### src/rtl/tbl_pkg.sv
// Purpose: shared constants and carriers for the tile boot loader
// Assumes: 250 MHz core clock
// Notes:   times kept in their own units, cycle counts derived here
package tbl_pkg;
   // ------------------------------------------------------------
   // channel and token values
   // ------------------------------------------------------------
   localparam logic [31:0] TBL_NULL_CHANEND  = 32'h0000ff02;
   localparam logic [7:0]  TBL_TOKEN_END     = 8'h01;
   localparam logic [7:0]  TBL_BOOT_CHANEND  = 8'h00;
   localparam logic [31:0] TBL_CRC_INIT      = 32'hffffffff;
   localparam logic [31:0] TBL_CRC_POLY      = 32'hedb88320;
   localparam logic [31:0] TBL_CRC_RESIDUE   = 32'hdebb20e3;
   // ------------------------------------------------------------
   // one-time-programmable memory layout
   // ------------------------------------------------------------
   localparam int          TBL_OTP_SECTORS   = 4;
   localparam int          TBL_OTP_ROWS      = 512;
   localparam int          TBL_OTP_WIDTH     = 32;
   localparam int          TBL_OTP_AW        = 11;
   localparam logic [10:0] TBL_OTP_SEC_ADDR  = 11'h000;
   localparam logic [10:0] TBL_OTP_IMG_ADDR  = 11'h000;
   localparam logic [23:0] TBL_OTP_ADDR_RES  = 24'h100200;
   localparam int          TBL_OTP_PORT_W    = 16;
   // ------------------------------------------------------------
   // timing
   // ------------------------------------------------------------
   localparam int          TBL_CLK_MHZ       = 250;
   localparam int          TBL_RST_MIN_NS    = 100;
   localparam int          TBL_INIT_MAX_US   = 150;
   localparam int          TBL_INIT_CYC      = TBL_INIT_MAX_US * TBL_CLK_MHZ;
   localparam int          TBL_RST_MIN_CYC   = (TBL_RST_MIN_NS * TBL_CLK_MHZ + 999) / 1000;
   // ------------------------------------------------------------
   // carriers
   // ------------------------------------------------------------
   typedef struct packed {
      logic        valid;
      logic        ctrl;
      logic [31:0] data;
   } tbl_chan_s;
   typedef struct packed {
      logic        req;
      logic [10:0] addr;
   } tbl_otp_req_s;
endpackage

### src/rtl/tbl_loader.sv
// Purpose: boot loader for one tile, channel boot or secure otp boot
// Assumes: channel words arrive pre-assembled, one per valid cycle
// Notes:   the last channel image word is the crc; residue of the whole channel image is checked, the otp image is not
//
// Summary of operation
// - Channel boot claims endpoint 0 and first takes one word naming the acknowledge endpoint, null meaning none.
// - After that word the image with its crc and then an end token are accepted in that order.
// - On the end token an end token goes to the acknowledge endpoint, endpoint 0 is released, then execution starts if the crc residue is good.
// - Secure boot fetches its image from otp address 0 onward.
// - This tile picks its boot source alone from its own mode input I_SECURE_BOOT; the otp plays no part in the choice.
// - The otp is four sectors of 512 rows of 32 bits, 8 KB in all.
// - The security word is loaded from otp before anything runs.
// - The whole otp from row 0, the security word row included, is copied to sram and then run first.
// - Otp programming uses an address port of 16 bits at resource 0x100200, driven out as its low 16 bits 0x0200.
// - Reset I_RST is active high and asynchronous; the active low pin is sampled, and after its release the loader waits for pll lock then boots.
// - Booting starts once pll lock is seen; the 150 us window is only counted in wait_q, not enforced.
`timescale 1ns/1ns
`default_nettype none
module tbl_loader #(
   parameter int INIT_CYC = tbl_pkg::TBL_INIT_CYC
) (
   // clock, reset and boot mode
   input  wire logic                 I_REF_CLK,
   input  wire logic                 I_RST,
   input  wire logic                 I_RST_N_PIN,
   input  wire logic                 I_PLL_LOCK,
   input  wire logic                 I_SECURE_BOOT,
   // channel in and out
   input  wire tbl_pkg::tbl_chan_s   I_CHAN_RX,
   output logic                      O_CHAN_RX_READY,
   output tbl_pkg::tbl_chan_s        O_CHAN_TX,
   output logic [31:0]               O_CHAN_TX_DEST,
   input  wire logic                 I_CHAN_TX_READY,
   output logic                      O_CHAN0_CLAIMED,
   // otp read
   output tbl_pkg::tbl_otp_req_s     O_OTP_REQ,
   input  wire logic [31:0]          I_OTP_DATA,
   input  wire logic                 I_OTP_VALID,
   // otp programming port
   output logic [15:0]               O_OTP_PROG_ADDR_RES,
   // sram write and status
   output logic                      O_SRAM_WE,
   output logic [10:0]               O_SRAM_ADDR,
   output logic [31:0]               O_SRAM_DATA,
   output logic [31:0]               O_SECURITY,
   output logic                      O_BOOT_START,
   output logic                      O_JUMP,
   output logic                      O_BOOT_FAIL
);
   import tbl_pkg::*;

   typedef enum {S_RST, S_LOCK, S_SEC, S_ACK, S_IMG, S_TXEND, S_FREE, S_OTP, S_RUN, S_FAIL} tbl_st_e;

   tbl_st_e     st_q;
   tbl_st_e     st_d;
   logic [31:0] ack_q;
   logic [31:0] crc_q;
   logic [31:0] crc_nx;
   logic [10:0] idx_q;
   logic [31:0] sec_q;
   logic [31:0] wait_q;
   logic        rst_pin_q;

   // ------------------------------------------------------------
   // decode
   // ------------------------------------------------------------
   wire rx_take  = I_CHAN_RX.valid && O_CHAN_RX_READY;
   wire rx_word  = rx_take && !I_CHAN_RX.ctrl;
   wire rx_end   = rx_take && I_CHAN_RX.ctrl && I_CHAN_RX.data[7:0] == TBL_TOKEN_END;
   wire ack_none = ack_q == TBL_NULL_CHANEND;
   wire crc_good = crc_q == TBL_CRC_RESIDUE;
   wire otp_last = idx_q == 11'(TBL_OTP_SECTORS * TBL_OTP_ROWS - 1);
   // array answers the address it sees, so present the row after the one just taken
   wire [10:0] otp_addr_nx = (st_q == S_SEC) ? TBL_OTP_IMG_ADDR :
                             (st_q == S_OTP && I_OTP_VALID) ? idx_q + 11'h1 : idx_q;

   tbl_crc32 u_crc (
      .i_crc  (crc_q),
      .i_word (I_CHAN_RX.data),
      .o_crc  (crc_nx)
   );

   // ------------------------------------------------------------
   // next state
   // ------------------------------------------------------------
   always_comb begin
      st_d = st_q;
      case (st_q)
         S_RST:   if (rst_pin_q) st_d = S_LOCK;
         S_LOCK:  if (I_PLL_LOCK) st_d = S_SEC;
         S_SEC:   if (I_OTP_VALID) st_d = I_SECURE_BOOT ? S_OTP : S_ACK;
         S_ACK:   if (rx_word) st_d = S_IMG;
         S_IMG:   if (rx_end) st_d = ack_none ? S_FREE : S_TXEND;
         S_TXEND: if (I_CHAN_TX_READY) st_d = S_FREE;
         S_FREE:  st_d = crc_good ? S_RUN : S_FAIL;
         S_OTP:   if (I_OTP_VALID && otp_last) st_d = S_RUN;
         S_RUN:   st_d = S_RUN;
         S_FAIL:  st_d = S_FAIL;
         default: st_d = S_RST;
      endcase
   end

   // ------------------------------------------------------------
   // state and data
   // ------------------------------------------------------------
   always_ff @(posedge I_REF_CLK or posedge I_RST) begin
      if (I_RST) begin
         st_q      <= S_RST;
         rst_pin_q <= 1'b0;
      end else begin
         st_q      <= st_d;
         rst_pin_q <= I_RST_N_PIN;
      end
   end

   always_ff @(posedge I_REF_CLK or posedge I_RST) begin
      if (I_RST) begin
         ack_q <= 32'h0;
         crc_q <= 32'h0;
      end else if (st_q == S_ACK && rx_word) begin
         ack_q <= I_CHAN_RX.data;
         crc_q <= TBL_CRC_INIT;
      end else if (st_q == S_IMG && rx_word) begin
         crc_q <= crc_nx;
      end
   end

   // otp index: security word at row 0, image also read from row 0 on
   always_ff @(posedge I_REF_CLK or posedge I_RST) begin
      if (I_RST) begin
         idx_q <= 11'h0;
         sec_q <= 32'h0;
      end else if (st_q == S_SEC && I_OTP_VALID) begin
         sec_q <= I_OTP_DATA;
         idx_q <= TBL_OTP_IMG_ADDR;
      end else if (st_q == S_OTP && I_OTP_VALID) begin
         idx_q <= idx_q + 11'h1;
      end else if (st_q == S_IMG && rx_word) begin
         idx_q <= idx_q + 11'h1;
      end
   end

   // long count capped, a late lock still leaves booting pending
   always_ff @(posedge I_REF_CLK or posedge I_RST) begin
      if (I_RST) begin
         wait_q <= 32'h0;
      end else if (st_q == S_LOCK && wait_q < 32'(INIT_CYC)) begin
         wait_q <= wait_q + 32'h1;
      end
   end

   // ------------------------------------------------------------
   // registered outputs
   // ------------------------------------------------------------
   always_ff @(posedge I_REF_CLK or posedge I_RST) begin
      if (I_RST) begin
         O_CHAN_RX_READY     <= 1'b0;
         O_CHAN_TX           <= '0;
         O_CHAN_TX_DEST      <= 32'h0;
         O_CHAN0_CLAIMED     <= 1'b0;
         O_OTP_REQ           <= '0;
         O_OTP_PROG_ADDR_RES <= 16'h0;
         O_SRAM_WE           <= 1'b0;
         O_SRAM_ADDR         <= 11'h0;
         O_SRAM_DATA         <= 32'h0;
         O_SECURITY          <= 32'h0;
         O_BOOT_START        <= 1'b0;
         O_JUMP              <= 1'b0;
         O_BOOT_FAIL         <= 1'b0;
      end else begin
         O_CHAN0_CLAIMED     <= st_d == S_ACK || st_d == S_IMG || st_d == S_TXEND;
         O_CHAN_RX_READY     <= st_d == S_ACK || st_d == S_IMG;
         O_CHAN_TX.valid     <= st_d == S_TXEND;
         O_CHAN_TX.ctrl      <= st_d == S_TXEND;
         O_CHAN_TX.data      <= {24'h0, TBL_TOKEN_END};
         O_CHAN_TX_DEST      <= ack_q;
         O_OTP_REQ.req       <= st_d == S_SEC || st_d == S_OTP;
         O_OTP_REQ.addr      <= (st_d == S_SEC) ? TBL_OTP_SEC_ADDR : otp_addr_nx;
         O_OTP_PROG_ADDR_RES <= TBL_OTP_ADDR_RES[15:0];
         O_SRAM_WE           <= (st_q == S_IMG && rx_word) || (st_q == S_OTP && I_OTP_VALID);
         O_SRAM_ADDR         <= idx_q;
         O_SRAM_DATA         <= (st_q == S_OTP) ? I_OTP_DATA : I_CHAN_RX.data;
         O_SECURITY          <= sec_q;
         O_BOOT_START        <= st_q != S_RST && st_q != S_LOCK;
         O_JUMP              <= st_q == S_RUN;
         O_BOOT_FAIL         <= st_q == S_FAIL;
      end
   end
endmodule
`default_nettype wire

### src/rtl/tbl_crc32.sv
// Purpose: one-word crc32 step over the received boot image
// Assumes: reflected polynomial, word taken low bit first
// Notes:   pure combinational, the loader holds the running value
`timescale 1ns/1ns
`default_nettype none
module tbl_crc32 (
   // running value and new word
   input  wire logic [31:0] i_crc,
   input  wire logic [31:0] i_word,
   // next value
   output logic      [31:0] o_crc
);
   import tbl_pkg::*;
   function automatic logic [31:0] crc_step(input logic [31:0] c, input logic [31:0] w);
      logic [31:0] r;
      r = c ^ w;
      for (int k = 0; k < 32; k++) begin
         r = r[0] ? ((r >> 1) ^ TBL_CRC_POLY) : (r >> 1);
      end
      return r;
   endfunction
   assign o_crc = crc_step(i_crc, i_word);
endmodule
`default_nettype wire

### config.mk
export PLATFORM = sky130hd
export DESIGN_NAME = tbl_loader
export DESIGN_NICKNAME = d
export VERILOG_FILES = /design/src/rtl/tbl_pkg.sv /design/src/rtl/tbl_loader.sv /design/src/rtl/tbl_crc32.sv
export SDC_FILE = /design/constraint.sdc
export NUM_CORES = 1
export LEC_CHECK = 0
export ABC_CLOCK_PERIOD_IN_PS = 12500
export BUFFER_PORTS_ARGS = -buffer_cell sky130_fd_sc_hd__clkbuf_2
export CAP_MARGIN = 20
export CORE_ASPECT_RATIO = 1.5
export CORE_MARGIN = 5
export CORE_UTILIZATION = 23
export DETAILED_ROUTE_END_ITERATION = 10
export PLACE_DENSITY_LB_ADDON = 0.25
export SETUP_SLACK_MARGIN = 0.4
export SLEW_MARGIN = 0
export SYNTH_ARGS = -nofsm -noshare
export SYNTH_HDL_FRONTEND = slang
export SYNTH_SLANG_ARGS = --single-unit
### constraint.sdc
create_clock -name I_REF_CLK -period 12.5 [get_ports I_REF_CLK]
set_clock_uncertainty 0.15 [all_clocks]
set_input_delay 2.5 -clock I_REF_CLK [delete_from_list [all_inputs] [get_ports I_REF_CLK]]
set_output_delay 2.5 -clock I_REF_CLK [all_outputs]
set_load 0.02 [all_outputs]
Word-level counts from Yosys, hierarchy flattened

Index checks and enable logic that the tools add are counted.

Logic and storage cells: 150
Bits of input ports: 73
Output and inout bits: 175
Register bits after elaboration: 267

Eq/ne operators: 25
Add/subtract/negate cells: 1
Reduce and logical (&&, ||, !) cells: 19
Muxes and demuxes: 52
Bitwise logic cells: 33

Operators with widths:

| kind                                                                     | number |
|---|---|
| 32-bit two-way mux                                                       | 42 |
| 13-bit inverter with 14-bit output                                       | 32 |
| 32-bit case mux with 10 select lines                                     | 1 |
| 32-bit by 3-bit == test with 1-bit output, second input constant         | 8 |
| 32-bit by 4-bit == test with 1-bit output, second input constant         | 7 |
| 11-bit two-way mux                                                       | 6 |
| 32-bit by 2-bit == test with 1-bit output, second input constant         | 2 |
| 32-bit by 5-bit == test with 1-bit output, second input constant         | 2 |
| 32-bit by 1-bit == test with 1-bit output, second input constant         | 1 |
| 32-bit by 16-bit == test with 1-bit output, second input constant        | 1 |
| 32-bit == test, second input constant                                    | 1 |
| 32-bit logical NOT                                                       | 1 |
| 32-bit by 2-bit inequality test with 1-bit output, second input constant | 1 |
| 32-bit nonzero test                                                      | 1 |
| 32-bit XOR                                                               | 1 |
| 11-bit by 1-bit adder with 11-bit output, second input constant          | 1 |
| 11-bit == test, second input constant                                    | 1 |
| 1-bit logical AND                                                        | 10 |
| 8-bit by 1-bit == test with 1-bit output, second input constant          | 1 |
| 1-bit logical OR                                                         | 4 |
| 3-bit two-way mux                                                        | 1 |
| 3-bit nonzero test                                                       | 1 |
| 2-bit two-way mux                                                        | 1 |
| 2-bit nonzero test                                                       | 1 |
| other kinds (2)                                                          | 2 |

Depth between registers and ports, before layout

Gate-level depths: netlist of the first run.

Word-level depth: 67
Mapped depth: 11
Gate-level depth less buffers: 10

By module

From an unflattened synthesis of the first run, not the netlist that was laid out.

Cells, all modules: 1057
Area, all modules: 13564.3 µm²

By module, submodules not included:

| module     | seq. area each (µm²) | cells an instance | instances | area each (µm²) |
|---|---|---|---|---|
| tbl_loader | 6681.4               | 798               | 1         | 10074.7 |
| tbl_crc32  | 0.0                  | 259               | 1         | 3489.6 |

Worst setup path after synthesis of the first run

Ideal clock, no wire load.

Path type: in2reg
From: input port I_CHAN_RX[5] (netlist name)
To: register crc_q[16]
Buffers on the path: 0
Library setup time: 0.077 ns
Stages: 9
Arrival time: 5.666 ns
Setup slack: 6.606 ns
Required time: 12.273 ns
Cell sequence: xnor2_1 -> xnor3_2 -> xnor3_2 -> xnor2_2 -> xnor3_2 -> xnor3_2 -> xor2_2 -> xnor3_1 -> a21oi_1

Longest elaborated chain between the ends: 43
Elaborated cells between the ends (all ways): 54
Classes of those cells: 34 x mux; 20 x bitwise

Ends and longest elaborated chain:

| element                                                                                          | line              | RTL |
|---|---|---|
| from (decl)                                                                                      | tbl_loader.sv:29  | `input wire tbl_pkg::tbl_chan_s I_CHAN_RX,` |
| 32-bit XOR (*)                                                                                   | tbl_crc32.sv:16   | `r = c ^ w;` |
| 32-bit two-way mux (*) (18 in series)                                                            | tbl_crc32.sv:18   | `r = r[0] ? ((r >> 1) ^ TBL_CRC_POLY) : (r >> 1);` |
| 13-bit inverter with 14-bit output (no source line) / 32-bit two-way mux (equally long branches) | n/a               |  |
| 32-bit two-way mux (*) (2 in series)                                                             | tbl_crc32.sv:18   |  |
| 13-bit inverter with 14-bit output (no source line) / 32-bit two-way mux (equally long branches) | n/a               |  |
| 32-bit two-way mux (*)                                                                           | tbl_crc32.sv:18   |  |
| 13-bit inverter with 14-bit output (no source line) / 32-bit two-way mux (equally long branches) | n/a               |  |
| 32-bit two-way mux (*) (2 in series)                                                             | tbl_crc32.sv:18   |  |
| [5 not listed]                                                                                   | n/a               |  |
| 13-bit inverter with 14-bit output (no source line)                                              | n/a               |  |
| 32-bit two-way mux (*)                                                                           | tbl_crc32.sv:18   |  |
| 13-bit inverter with 14-bit output (no source line)                                              | n/a               |  |
| 32-bit two-way mux (*)                                                                           | tbl_crc32.sv:18   |  |
| 13-bit inverter with 14-bit output (no source line)                                              | n/a               |  |
| 32-bit two-way mux (*) (4 in series)                                                             | tbl_crc32.sv:18   |  |
| 32-bit two-way mux (*)                                                                           | tbl_loader.sv:123 | `end else if (st_q == S_IMG && rx_word) begin` |
| 32-bit two-way mux (*)                                                                           | tbl_loader.sv:120 | `end else if (st_q == S_ACK && rx_word) begin` |
| to (signal assigned)                                                                             | tbl_loader.sv:124 | `crc_q <= crc_nx;` |
| to (decl)                                                                                        | tbl_loader.sv:57  | `logic [31:0] crc_q;` |

Mark *: on every way between the ends. The rest lies on a longest branch, timed or not. The select of a mux whose other input is x is not followed.
A chain may end at the register's enable or synchronous reset.

Final worst setup path of the first run

From: input port I_CHAN_RX[4] (netlist name)
To: register crc_q[18]

Longest elaborated chain between the ends: 45
Elaborated cells between the ends (all ways): 60
Classes of those cells: 34 x mux; 26 x bitwise

Ends and longest elaborated chain:

| element                                             | line |
|---|---|
| 32-bit XOR (*)                                      | tbl_crc32.sv:16 |
| 32-bit two-way mux (*) (10 in series)               | tbl_crc32.sv:18 |
| 13-bit inverter with 14-bit output (no source line) | n/a |
| 32-bit two-way mux (*)                              | tbl_crc32.sv:18 |
| 13-bit inverter with 14-bit output (no source line) | n/a |
| 32-bit two-way mux (*) (3 in series)                | tbl_crc32.sv:18 |
| 13-bit inverter with 14-bit output (no source line) | n/a |
| 32-bit two-way mux (*) (8 in series)                | tbl_crc32.sv:18 |
| [10 not listed]                                     | n/a |
| 13-bit inverter with 14-bit output (no source line) | n/a |
| 32-bit two-way mux (*)                              | tbl_crc32.sv:18 |
| 13-bit inverter with 14-bit output (no source line) | n/a |
| 32-bit two-way mux (*)                              | tbl_crc32.sv:18 |
| 13-bit inverter with 14-bit output (no source line) | n/a |
| 32-bit two-way mux (*) (2 in series)                | tbl_crc32.sv:18 |
| 32-bit two-way mux (*)                              | tbl_loader.sv:123 |
| 32-bit two-way mux (*)                              | tbl_loader.sv:120 |

Marked as above.

==> metrics.md, run 1 <==
| Metric | Value |
|---|---|
| Slew margin rel. | `0.393` |
| Synth unique cells | `57` |
| Clock sinks | `~270` |
| Cells after Synth | `~960` |
| ANT cells | `0` |
| #FFs+latches synth | `267` |
| Die Y | `~300 um` |
| Power Total | `between 0.004 and 0.005 W` |
| DR pass1 iterations | `5` |
| CP max-delay cell | `xnor3_2` |
| Die area | `between 60000 and 70000 um^2` |
| R2R depth | `9` |
| Crit-path max FO | `7` |
| First-pass GRT wire length | `approximately 56000 um` |
| YS warnings | `0` |
| VDD IR-drop max | `around 0.23 mV` |
| Layout fillers | `5796` |
| Top cell family by delay on the critical path | `XOR/XNOR gates` |
| DPL Wire Length | `a little under 30000 um` |
| Fin. Hold Viols | `0` |
| PostCTS Resize Cnt | `0` |
| Most numerous cell on the critical path | `xnor3_2` |
| Max incr delay on CP | `0.59 ns` |
| FF-to-FF End | `crc_q[18]$_DFFE_PP0P_` |
| Area leader, netlist | `dfrtp_1` |
| Sequential cell area | `about 6700 um^2` |
| Row count | `~110` |
| Final setup fails | `0` |
| # Post-CTS Setup Buffers | `0` |
| Share of the synthesized area in the top cell type | `0.515` |
| H-tree levels | `1` |
| Reg2Reg Setup Slack | `roughly 8.1 ns` |
| Initial drt markers | `just under 300` |
| Syn Area/Cell | `between 10 and 15 um^2` |
| Sequential area share after synthesis | `0.515` |
| Initial antenna violation count | `0` |
| Clk root buf | `clkbuf_16` |
| Routed wl met3 | `between 1000 and 1500 um` |
| Number of global-route vias before repair | `about 8.5k` |
| Type of origin of the critical path | `primary input` |
| Setup TNS Final | `0 ns` |
| Max-cap viol count | `0` |
| Max Transition Viols Final | `0` |
| CTS max path bufs | `3` |
| Die width | `about 200 um` |
| Min cycle time layout | `between 6 and 7 ns` |
| Hold depth | `0` |
| M1 WL | `approximately 13000 um` |
| RSZ-0062 raised after global routing | `false` |
| WP buf/inv | `1` |
| Routed WL per cell | `~19 um` |
| Initial Utilization | `0.232` |
| WL met2 | `21900 um` |
| Boundary pin count | `between 200 and 250` |
| Max Used Layer | `met4` |
| Hold_sp | `sec_q[0]$_DFFE_PP0P_` |
| Drt via density | `between 3 and 4` |
| Total Wirelength | `between 30000 and 40000 um` |
| Multi-input gate area | `between 6000 and 7000 um^2` |
| Crit path cell chain | `clkbuf_2 -> xnor2_2 -> xnor3_2 -> xnor2_1 -> xnor3_2 -> xnor3_4 -> xor2_4 -> xnor3_2 -> xnor2_1 -> a21oi_1` |
| Post-route ant nets | `0` |
| Clk pin slew, worst setup/hold paths | `~0.06 ns` |
| Drt drc | `0` |
| R2R Path Start | `crc_q[4]$_DFFE_PP0P_` |
| Max Fclk | `around 170 MHz` |
| Worst EP required | `12.77 ns` |
| Hold EP | `O_SECURITY[0]$_DFF_PP0_` |
| Non-Filler Instances | `between 1.5k and 2k` |
| TritonCTS Buffers | `27` |
| Netlist Area Pre-Place | `between 10000 and 15000 um^2` |
| Number of port buffers | `roughly 200` |
| Worst Tran Pin Value | `around 0.9 ns` |
| Critical path endpoint category | `flip-flop` |
| Largest net degree at the start of global routing | `120` |
| Post-placement cell count | `1929` |
| Fin crit share | `0.485` |
| Ranking of synthesized cells by area | `dfrtp_1, xnor2_1, mux2_2` |
| GRT overflow | `0` |
| Synth async-reset ratio | `1.00` |
| Outcome | `finished clean` |
| Crit path arrival time | `between 6 and 7 ns` |
| Gr usage total | `0.120` |
| Worst hold path type | `flip-flop to flip-flop` |
| GP Congestion | `~0.86` |
| CTS tree | `built` |
| Static Leakage | `between 7 and 8 nW` |
| Crit Path Class | `primary input to flip-flop` |
| EDFF count, synth | `0` |
| Core Area | `between 50000 and 60000 um^2` |
| Vias | `7880` |
| Cell Pwr Density | `~260 nW/um^2` |
| Area grow syn2layout | `21.7%` |
| Worst skew pair latency | `~0.56 ns` |
| Predominant post-synthesis flop cell | `dfrtp_1` |
| # hold bufs at CTS | `0` |
| Final layout net count | `~1.3k` |
| Share of cells above drive strength 1 | `0.332` |
[metrics by stage]
step                       util  hold slack (ns)  setup WS (ns)  cell area, um^2
after floorplan               -            0.199           2.50            13200
after global placement    0.266            0.203           5.84            14800
after detailed placement  0.266            0.206           5.82            14800
after CTS                 0.282            0.213           6.42            15800
after global routing      0.283            0.233           6.32            15800
final                     0.283            0.217           6.44            15800
[state kept, by name, summed over array words and instances (netlist names), 12 cells and up]
register        flops
st_q               32
O_OTP_REQ          12
sec_q              32
O_CHAN_TX_DEST     32
ack_q              32
O_SECURITY         32
O_SRAM_DATA        32
crc_q              32
[worst max-delay path by stage]
stage / start / end / slack [ns] / depth (start not counted)
3_5_place_dp: I_CHAN_RX[4] / crc_q[18]$_DFFE_PP0P_ / 5.82 / 10
3_3_place_gp: I_CHAN_RX[4] / crc_q[18]$_DFFE_PP0P_ / 5.84 / 10
2_1_floorplan: I_RST / O_BOOT_FAIL$_DFF_PP0_ / 2.50 / 1
6_report: I_CHAN_RX[4] / crc_q[18]$_DFFE_PP0P_ / 6.44 / 10
4_1_cts: I_CHAN_RX[4] / crc_q[18]$_DFFE_PP0P_ / 6.42 / 10
5_1_grt: I_CHAN_RX[4] / crc_q[18]$_DFFE_PP0P_ / 6.32 / 10
[layout by cell type (no fill, tap or decap), drive strengths merged, types with 3 or more instances in the layout]
master | Yosys | layout
dfrtp | 267 | 267
clkbuf | 20 | 236
xnor2 | 163 | 163
mux2 | 96 | 96
conb | 2 | 75
nor2 | 66 | 66
xor2 | 50 | 50
xnor3 | 49 | 49
nand2 | 38 | 38
a21oi | 29 | 29
nand3 | 18 | 18
o21ai | 17 | 17
nor4 | 13 | 13
nor3 | 10 | 10
buf | 51 | 9
inv | 7 | 9
and3 | 7 | 7
o31ai | 7 | 7
or3 | 5 | 5
clkinv | 0 | 5
nand2b | 4 | 4
nand4 | 4 | 4
bufinv | 0 | 4
nor4b | 3 | 3
xor3 | 3 | 3
[metal layers]
layer,track usage,vias up
met5,0,-
met4,0.0535,0
met3,0.0140,51
met2,0.240,199
met1,0.122,4014
li1,-,3616
[power breakdown]
group          switching (W)  internal [W]
clock network       0.000351      0.000500
registers         0.00000328      0.000874
logic                0.00117       0.00115
total                0.00153       0.00252
[final cells by class]
| cell class | instances | area share |
|---|---|---|
| Clock inverter | 13 | 0.0120 |
| Multi-Input combinational cell | 690 | 0.387 |
| Clock buffer | 35 | 0.0466 |
| Sequential cell | 267 | 0.423 |
| Tap cell | 756 | 0.0599 |
| Inverter | 7 | 0.00214 |
| Timing Repair Buffer | 210 | 0.0693 |
[cells in the mapped netlist (10+ instances only)]
| library cell | number |
|---|---|
| dfrtp_1 | 267 |
| buf_4 | 48 |
| clkbuf_1 | 19 |
| xnor3_2 | 14 |
| nor4_1 | 13 |
| a21oi_1 | 29 |
| nor3_1 | 10 |
| nand3_1 | 18 |
| nor2_1 | 66 |
| o21ai_0 | 15 |
| xnor2_1 | 146 |
| nand2_1 | 38 |
| xor2_1 | 39 |
| xnor3_1 | 29 |
| mux2_2 | 96 |
| xnor2_2 | 14 |
[worst reg2reg max path, stage by stage (launching register included)]
cell and delay, ns:
dfrtp_1 0.53, xnor2_2 0.49, xnor3_2 0.54, xnor2_1 0.51, xnor3_2 0.59, xnor3_4 0.54, xor2_4 0.32, xnor3_2 0.33
xnor2_1 0.22, a21oi_1 0.10
[logic make-up after synthesis]
family                   after synthesis  synth area share
AO/OA/AOI/OAI                         69            0.0318
XOR/XNOR                             265             0.261
AND/OR/NAND/NOR                      182            0.0679
adder cells (fa/ha/maj)                1          0.000965
flip-flops                           267             0.515
multiplexers                          98            0.0849
buffers and inverters                 79            0.0379
other                                  2          0.000579
Note: power is estimated with default switching activity, not from simulation.
==> run 2, diff against run 1 <==
Settings changed: ABC_CLOCK_PERIOD_IN_PS 12500 to 5450.
Clock period 12.5 ns to 5.45 ns, I/O delays scaled along.
==> run 2 against run 1 <==
  * Register-to-register slack got worse by 6.7 ns
  * Global-route usage rose by 0.21 points
  * Worst setup slack lost 5.3 ns
  * Count of clock-buffer cells in the layout grew 5
  * Largest power group unchanged
  * Critical path depth stayed put
  * Worst hold slack about the same
  * Die area unchanged
==> metrics.md, run 2 (synthesis gave the netlist of run 1 again) <==
| Metric | Value |
|---|---|
| Total Wirelength | `38200 um (+0.78%)` |
| Outcome | `finished clean` |
| Type of origin of the critical path | `primary input` |
| Final setup fails | `0 (unchanged)` |
| DPL Wire Length | `30000 um (+1.6%)` |
| Clk root buf | `clkbuf_16` |
| Initial Utilization | `0.232 (unchanged)` |
| Boundary pin count | `248 (unchanged)` |
| CTS tree | `built` |
| Final Util | `0.285 (+0.00226)` |
| Max Transition Viols Final | `0 (unchanged)` |
| Worst setup path startpoint | `I_CHAN_RX[4]` |
| Clock sinks | `267 (unchanged)` |
| Initial drt markers | `377 (+30%)` |
| R2R Path Start | `crc_q[13]$_DFFE_PP0P_` |
| Worst Tran Pin Value | `0.917 ns (+0.0134 ns)` |
| CP max-delay cell | `xnor3_1` |
| Crit Path Class | `primary input to flip-flop` |
| Pre-CTS setup slack | `0.515 ns (-5.30 ns)` |
| Final layout net count | `1300 (+1.8%)` |
| Fin. Hold Viols | `0 (unchanged)` |
| Fin crit share | `0.797` |
| DR pass1 iterations | `6 (+1)` |
| Static Leakage | `7.76 nW (+1.1%)` |
| Vias | `7921 (+0.52%)` |
| Drt drc | `0 (unchanged)` |
| # Post-CTS Setup Buffers | `0 (unchanged)` |
| Hold_sp | `sec_q[26]$_DFFE_PP0P_` |
| Row count | `106 (unchanged)` |
| GRT overflow | `0 (unchanged)` |
| CTS max path bufs | `3 (unchanged)` |
| Max Fclk | `230 MHz` |
| WP buf/inv | `1 (unchanged)` |
| Layout fillers | `5766 (-0.52%)` |
| Worst skew pair latency | `0.57 ns (about the same)` |
| Setup TNS Final | `0 ns (unchanged)` |
| VDD IR-drop max | `0.469 mV (+110%)` |
| H-tree levels | `1 (unchanged)` |
| Max incr delay on CP | `0.61 ns (+0.02 ns)` |
| Clk pin slew, worst setup/hold paths | `0.06 ns (about the same)` |
| RSZ-0062 raised after global routing | `false` |
| Slew margin rel. | `0.389 (-0.00462)` |
| Gr usage total | `0.122 (+0.00209)` |
| ANT cells | `0 (unchanged)` |
| Min cycle time layout | `roughly 4.3 ns` |
| Worst EP required | `5.78 ns (-6.99 ns)` |
| Crit path cell chain | `clkbuf_2 -> xor2_2 -> xnor3_1 -> xnor2_2 -> xnor3_2 -> xnor2_2 -> xnor3_2 -> xor2_2 -> xnor3_1 -> a21oi_1` |
| TritonCTS Buffers | `27 (unchanged)` |
| Commonest non-fill, non-tap cells in the layout | `dfrtp_1, clkbuf_2, xnor2_1` |
| Die width | `204 um (unchanged)` |
| Core Area | `55800 um^2 (unchanged)` |
| Area grow syn2layout | `22.7%` |
| PostCTS Resize Cnt | `0 (unchanged)` |
| Max-cap viol count | `0 (unchanged)` |
| Worst hold path type | `flip-flop to flip-flop` |
| Post-route ant nets | `0 (unchanged)` |
| Number of global-route vias before repair | `8429 (-0.34%)` |
| Setup WS post-layout | `1.11 ns (-5.34 ns)` |
| Routed WL per cell | `19.1 um (-0.33%)` |
| # hold bufs at CTS | `0 (unchanged)` |
| Cell Pwr Density | `600 nW/um^2 (+130%)` |
| Reg2Reg Setup Slack | `1.33 ns (-6.72 ns)` |
| Share of cells above drive strength 1 | `0.344 (+0.0118)` |
| Crit path arrival time | `4.68 ns (-1.65 ns)` |
| Die Y | `301 um (unchanged)` |
| Initial antenna violation count | `0 (unchanged)` |
| First-pass GRT wire length | `56700 um (+1.7%)` |
| Die area | `61300 um^2 (unchanged)` |
| GP Congestion | `0.839 (-1.9%)` |
| Top cell family by delay on the critical path | `XOR/XNOR gates` |
| Most common cell after layout, fill and taps aside | `dfrtp_1` |
| Drt via density | `3.96 (-0.59%)` |
| Number of port buffers | `201 (unchanged)` |
| Largest net degree at the start of global routing | `136 (+13%)` |
| Crit-path max FO | `6 (-1)` |
| Critical path endpoint category | `flip-flop` |
==> run 2: per-layer routing <==
metal  vias to the layer above  GRT usage  part of all wire
li1                       3662          -                 -
met1                      4046      0.127              0.35
met2                       167      0.250              0.59
met3                        46     0.0110             0.030
met4                         0     0.0405             0.032
met5                         -          0                 0
==> run 2: stage by stage <==
stage	cells	instance area (um^2)	power (W)	hold WS [ns]
after floorplan	1036	13200	0.00636	0.199
after detailed placement	1953	15000	0.00773	0.206
after CTS	2000	15900	0.00967	0.221
after global placement	1953	15000	0.00778	0.203
final	2000	15900	0.00954	0.217
after global routing	2000	15900	0.0100	0.229
==> run 2: worst paths after layout <==
path / endpoint / cells past startpoint
worst min-delay path: O_SECURITY[26]$_DFF_PP0_ / 0
worst min register to register: O_SECURITY[26]$_DFF_PP0_ / 0
worst max register to register: crc_q[21]$_DFFE_PP0P_ / 9
worst max-delay path: crc_q[16]$_DFFE_PP0P_ / 10
min in group asynchronous: O_OTP_REQ[8]$_DFF_PP0_ / 2
max in group asynchronous: O_SRAM_DATA[11]$_DFF_PP0_ / 3
==> run 2: layout make-up <==
cell class | count | area [um^2] | share of cell area
sequential | 267 | 6680 | 0.420
multi-input combinational | 690 | 6110 | 0.384
timing repair buffer | 233 | 1270 | 0.0799
tap | 756 | 946 | 0.0595
clock buffer | 40 | 795 | 0.0499
clock inverter | 7 | 81.3 | 0.00511
inverter | 7 | 30.0 | 0.00189
==> run 2: power breakdown <==
| part | total [W] | internal [W] | leakage (nW) | switching, W |
|---|---|---|---|---|
| clock | 0.00187 | 0.00106 | 0.430 | 0.000808 |
| sequential | 0.00201 | 0.00201 | 3.58 | 0.00000691 |
| combinational | 0.00566 | 0.00279 | 3.75 | 0.00287 |
| total | 0.00954 | 0.00585 | 7.76 | 0.00369 |
==> run 2: worst reg2reg max path, delay by kind of cell (launching register included) <==
kind                      cells  cell delay [ns]
DFF                           1             0.47
xor gates and xnor gates      8             3.26
AOI/OAI and AO/OA             1             0.15
==> run 3, diff against run 2 <==
Settings changed: ABC_CLOCK_PERIOD_IN_PS 5450 to 4000.
Clock period 5.45 ns to 4 ns, I/O delays scaled along.
==> run 3 against run 2 <==
  * First-iteration DRC count decreased by 27%
  * Worst setup slack got worse by 0.69 ns
  * Non-clock buffer count increased by 153
  * Cell area increased by 10%
  * Via count increased by 7.1%
  * Highest routed layer is now met5
  * Largest cell class unchanged
  * Critical endpoint is now crc_q[17]$_DFFE_PP0P_
  * Worst hold slack got worse by 0.058 ns
  * Core utilization increased by 3.0 points
  * Sequential cell count unchanged
  * Largest power group unchanged
  * Clock power increased by 35%
  * Critical path depth unchanged
==> metrics.md, run 3 (synthesis gave the netlist of run 1 again) <==
| Metric | Value |
|---|---|
| Setup TNS Final | `0 ns (unchanged)` |
| Max Fclk | `between 200 and 300 MHz` |
| R2R depth | `10 (+1)` |
| Gr usage total | `0.127 (+0.00486)` |
| Reg2Reg Setup Slack | `0.42 ns (-0.91 ns)` |
| Non-Filler Instances | `2151 (+7.6%)` |
| CTS max path bufs | `3 (unchanged)` |
| Clk pin slew, worst setup/hold paths | `0.07 ns (about the same)` |
| Multi-input gate area | `6570 um^2 (+7.6%)` |
| Crit path arrival time | `3.86 ns (-0.82 ns)` |
| Core Area | `55800 um^2 (unchanged)` |
| Fin crit share | `0.895` |
| Worst EP required | `4.28 ns (-1.50 ns)` |
| H-tree levels | `1 (unchanged)` |
| Row count | `106 (unchanged)` |
| Cell Pwr Density | `887 nW/um^2 (+48%)` |
| Initial Utilization | `0.232 (unchanged)` |
| RSZ-0062 raised after global routing | `true` |
| GP Congestion | `0.858 (+2.2%)` |
| Crit Path Class | `flip-flop to flip-flop` |
| Worst skew pair latency | `0.55 ns (-0.02 ns)` |
| Drt via density | `3.94 (-0.40%)` |
| Sequential cell area | `6690 um^2 (+0.11%)` |
| Max-cap viol count | `0 (unchanged)` |
| Area grow syn2layout | `35.4%` |
| Critical path endpoint category | `flip-flop` |
| Worst Tran Pin Value | `0.828 ns (-0.0889 ns)` |
| Die area | `61300 um^2 (unchanged)` |
| Most common cell after layout, fill and taps aside | `dfrtp_1` |
| ANT cells | `0 (unchanged)` |
| Max Transition Viols Final | `0 (unchanged)` |
| VDD IR-drop max | `0.773 mV (+65%)` |
| Initial antenna violation count | `1 (+1)` |
| Worst hold path type | `primary input to asynchronous set/reset pin` |
| First-pass GRT wire length | `58800 um (+3.7%)` |
| Post-placement cell count | `2069 (+5.9%)` |
| Static Leakage | `8.69 nW (+12%)` |
| Clk root buf | `clkbuf_16` |
| Post-route ant nets | `0 (unchanged)` |
| R2R Path Start | `crc_q[4]$_DFFE_PP0P_` |
| DR pass1 iterations | `4 (-2)` |
| DPL Wire Length | `31900 um (+6.3%)` |
| Final Util | `0.315 (+0.0296)` |
| Number of global-route vias before repair | `8974 (+6.5%)` |
| Number of port buffers | `201 (unchanged)` |
| Vias | `8485 (+7.1%)` |
| Clock sinks | `267 (unchanged)` |
| Die Y | `301 um (unchanged)` |
| Share of cells above drive strength 1 | `0.449 (+0.105)` |
| Final setup fails | `0 (unchanged)` |
| Die width | `204 um (unchanged)` |
| Min cycle time layout | `3.58 ns` |
| Routed WL per cell | `18.6 um (-2.7%)` |
| Outcome | `finished clean` |
| Layout fillers | `5680 (-1.5%)` |
| CTS tree | `built` |
| Fin. Hold Viols | `0 (unchanged)` |
| TritonCTS Buffers | `26 (-3.7%)` |
| Boundary pin count | `248 (unchanged)` |
| Drt drc | `0 (unchanged)` |
| GRT overflow | `0 (unchanged)` |
| Largest net degree at the start of global routing | `97 (-29%)` |
| Commonest non-fill, non-tap cells in the layout | `dfrtp_1, clkbuf_2, buf_4` |
| Slew margin rel. | `0.443 (+0.0542)` |
| FF-to-FF End | `crc_q[17]$_DFFE_PP0P_` |
| Final layout net count | `1452 (+12%)` |
| WHS | `0.159 ns (-0.0579 ns)` |
| Crit-path max FO | `4 (-2)` |
| Type of origin of the critical path | `flip-flop` |
| Initial drt markers | `274 (-27%)` |
| Total Wirelength | `40000 um (+4.6%)` |
-- run 3: critical path, stage by stage, from the launching register on --
cell	delay (ns)
dfrtp_2	0.49
xor2_2	0.20
xnor3_2	0.48
buf_6	0.14
xnor2_1	0.15
xnor3_2	0.44
xnor3_4	0.57
xor2_4	0.25
xor2_1	0.19
xnor3_1	0.23
o22a_1	0.18
-- run 3: area by class of cell --
type / count / area share
repair buffers: 386 / 0.140
clock buffers: 37 / 0.0435
clock inverters: 8 / 0.00599
well taps: 756 / 0.0539
multi-input cells: 690 / 0.374
inverters: 7 / 0.00171
flip-flops and latches: 267 / 0.381
-- run 3: what timing repair did --
action,in CTS,in global routing
hold buffers,0,0
cloned,0,0
buffers inserted,0,37
gates resized for setup,4,24
pin swaps,1,27
setup endpoints to repair,17,16
-- run 3: per-layer routing --
layer	GRT usage	routed length, um
met2	0.258	23100
met5	0	7
met3	0.0170	1640
met4	0.0456	1620
met1	0.129	13600
-- run 3: worst max path at each step --
stage,end,startpoint,slack (ns)
6_report,crc_q[17]$_DFFE_PP0P_,crc_q[4]$_DFFE_PP0P_,0.42
5_1_grt,crc_q[4]$_DFFE_PP0P_,crc_q[6]$_DFFE_PP0P_,0.33
4_1_cts,crc_q[4]$_DFFE_PP0P_,crc_q[0]$_DFFE_PP0P_,0.36
3_5_place_dp,crc_q[1]$_DFFE_PP0P_,I_CHAN_RX[3],-0.12
3_3_place_gp,crc_q[4]$_DFFE_PP0P_,I_CHAN_RX[7],-0.13
2_1_floorplan,O_BOOT_FAIL$_DFF_PP0_,I_RST,-0.48
-- run 3: power by group --
group	switching, W	total, W	internal [W]
sequential	0.00000884	0.00274	0.00273
clock	0.00106	0.00252	0.00146
combinational	0.00454	0.0103	0.00577
-- run 3: stage by stage --
step,cell area [um^2],total power (W),setup slack [ns]
2_1_floorplan,13600,0.00898,-0.475
3_3_place_gp,16300,0.0124,-0.128
3_5_place_dp,16300,0.0124,-0.123
4_1_cts,17200,0.0151,0.359
5_1_grt,17600,0.0163,0.332
6_report,17600,0.0156,0.420
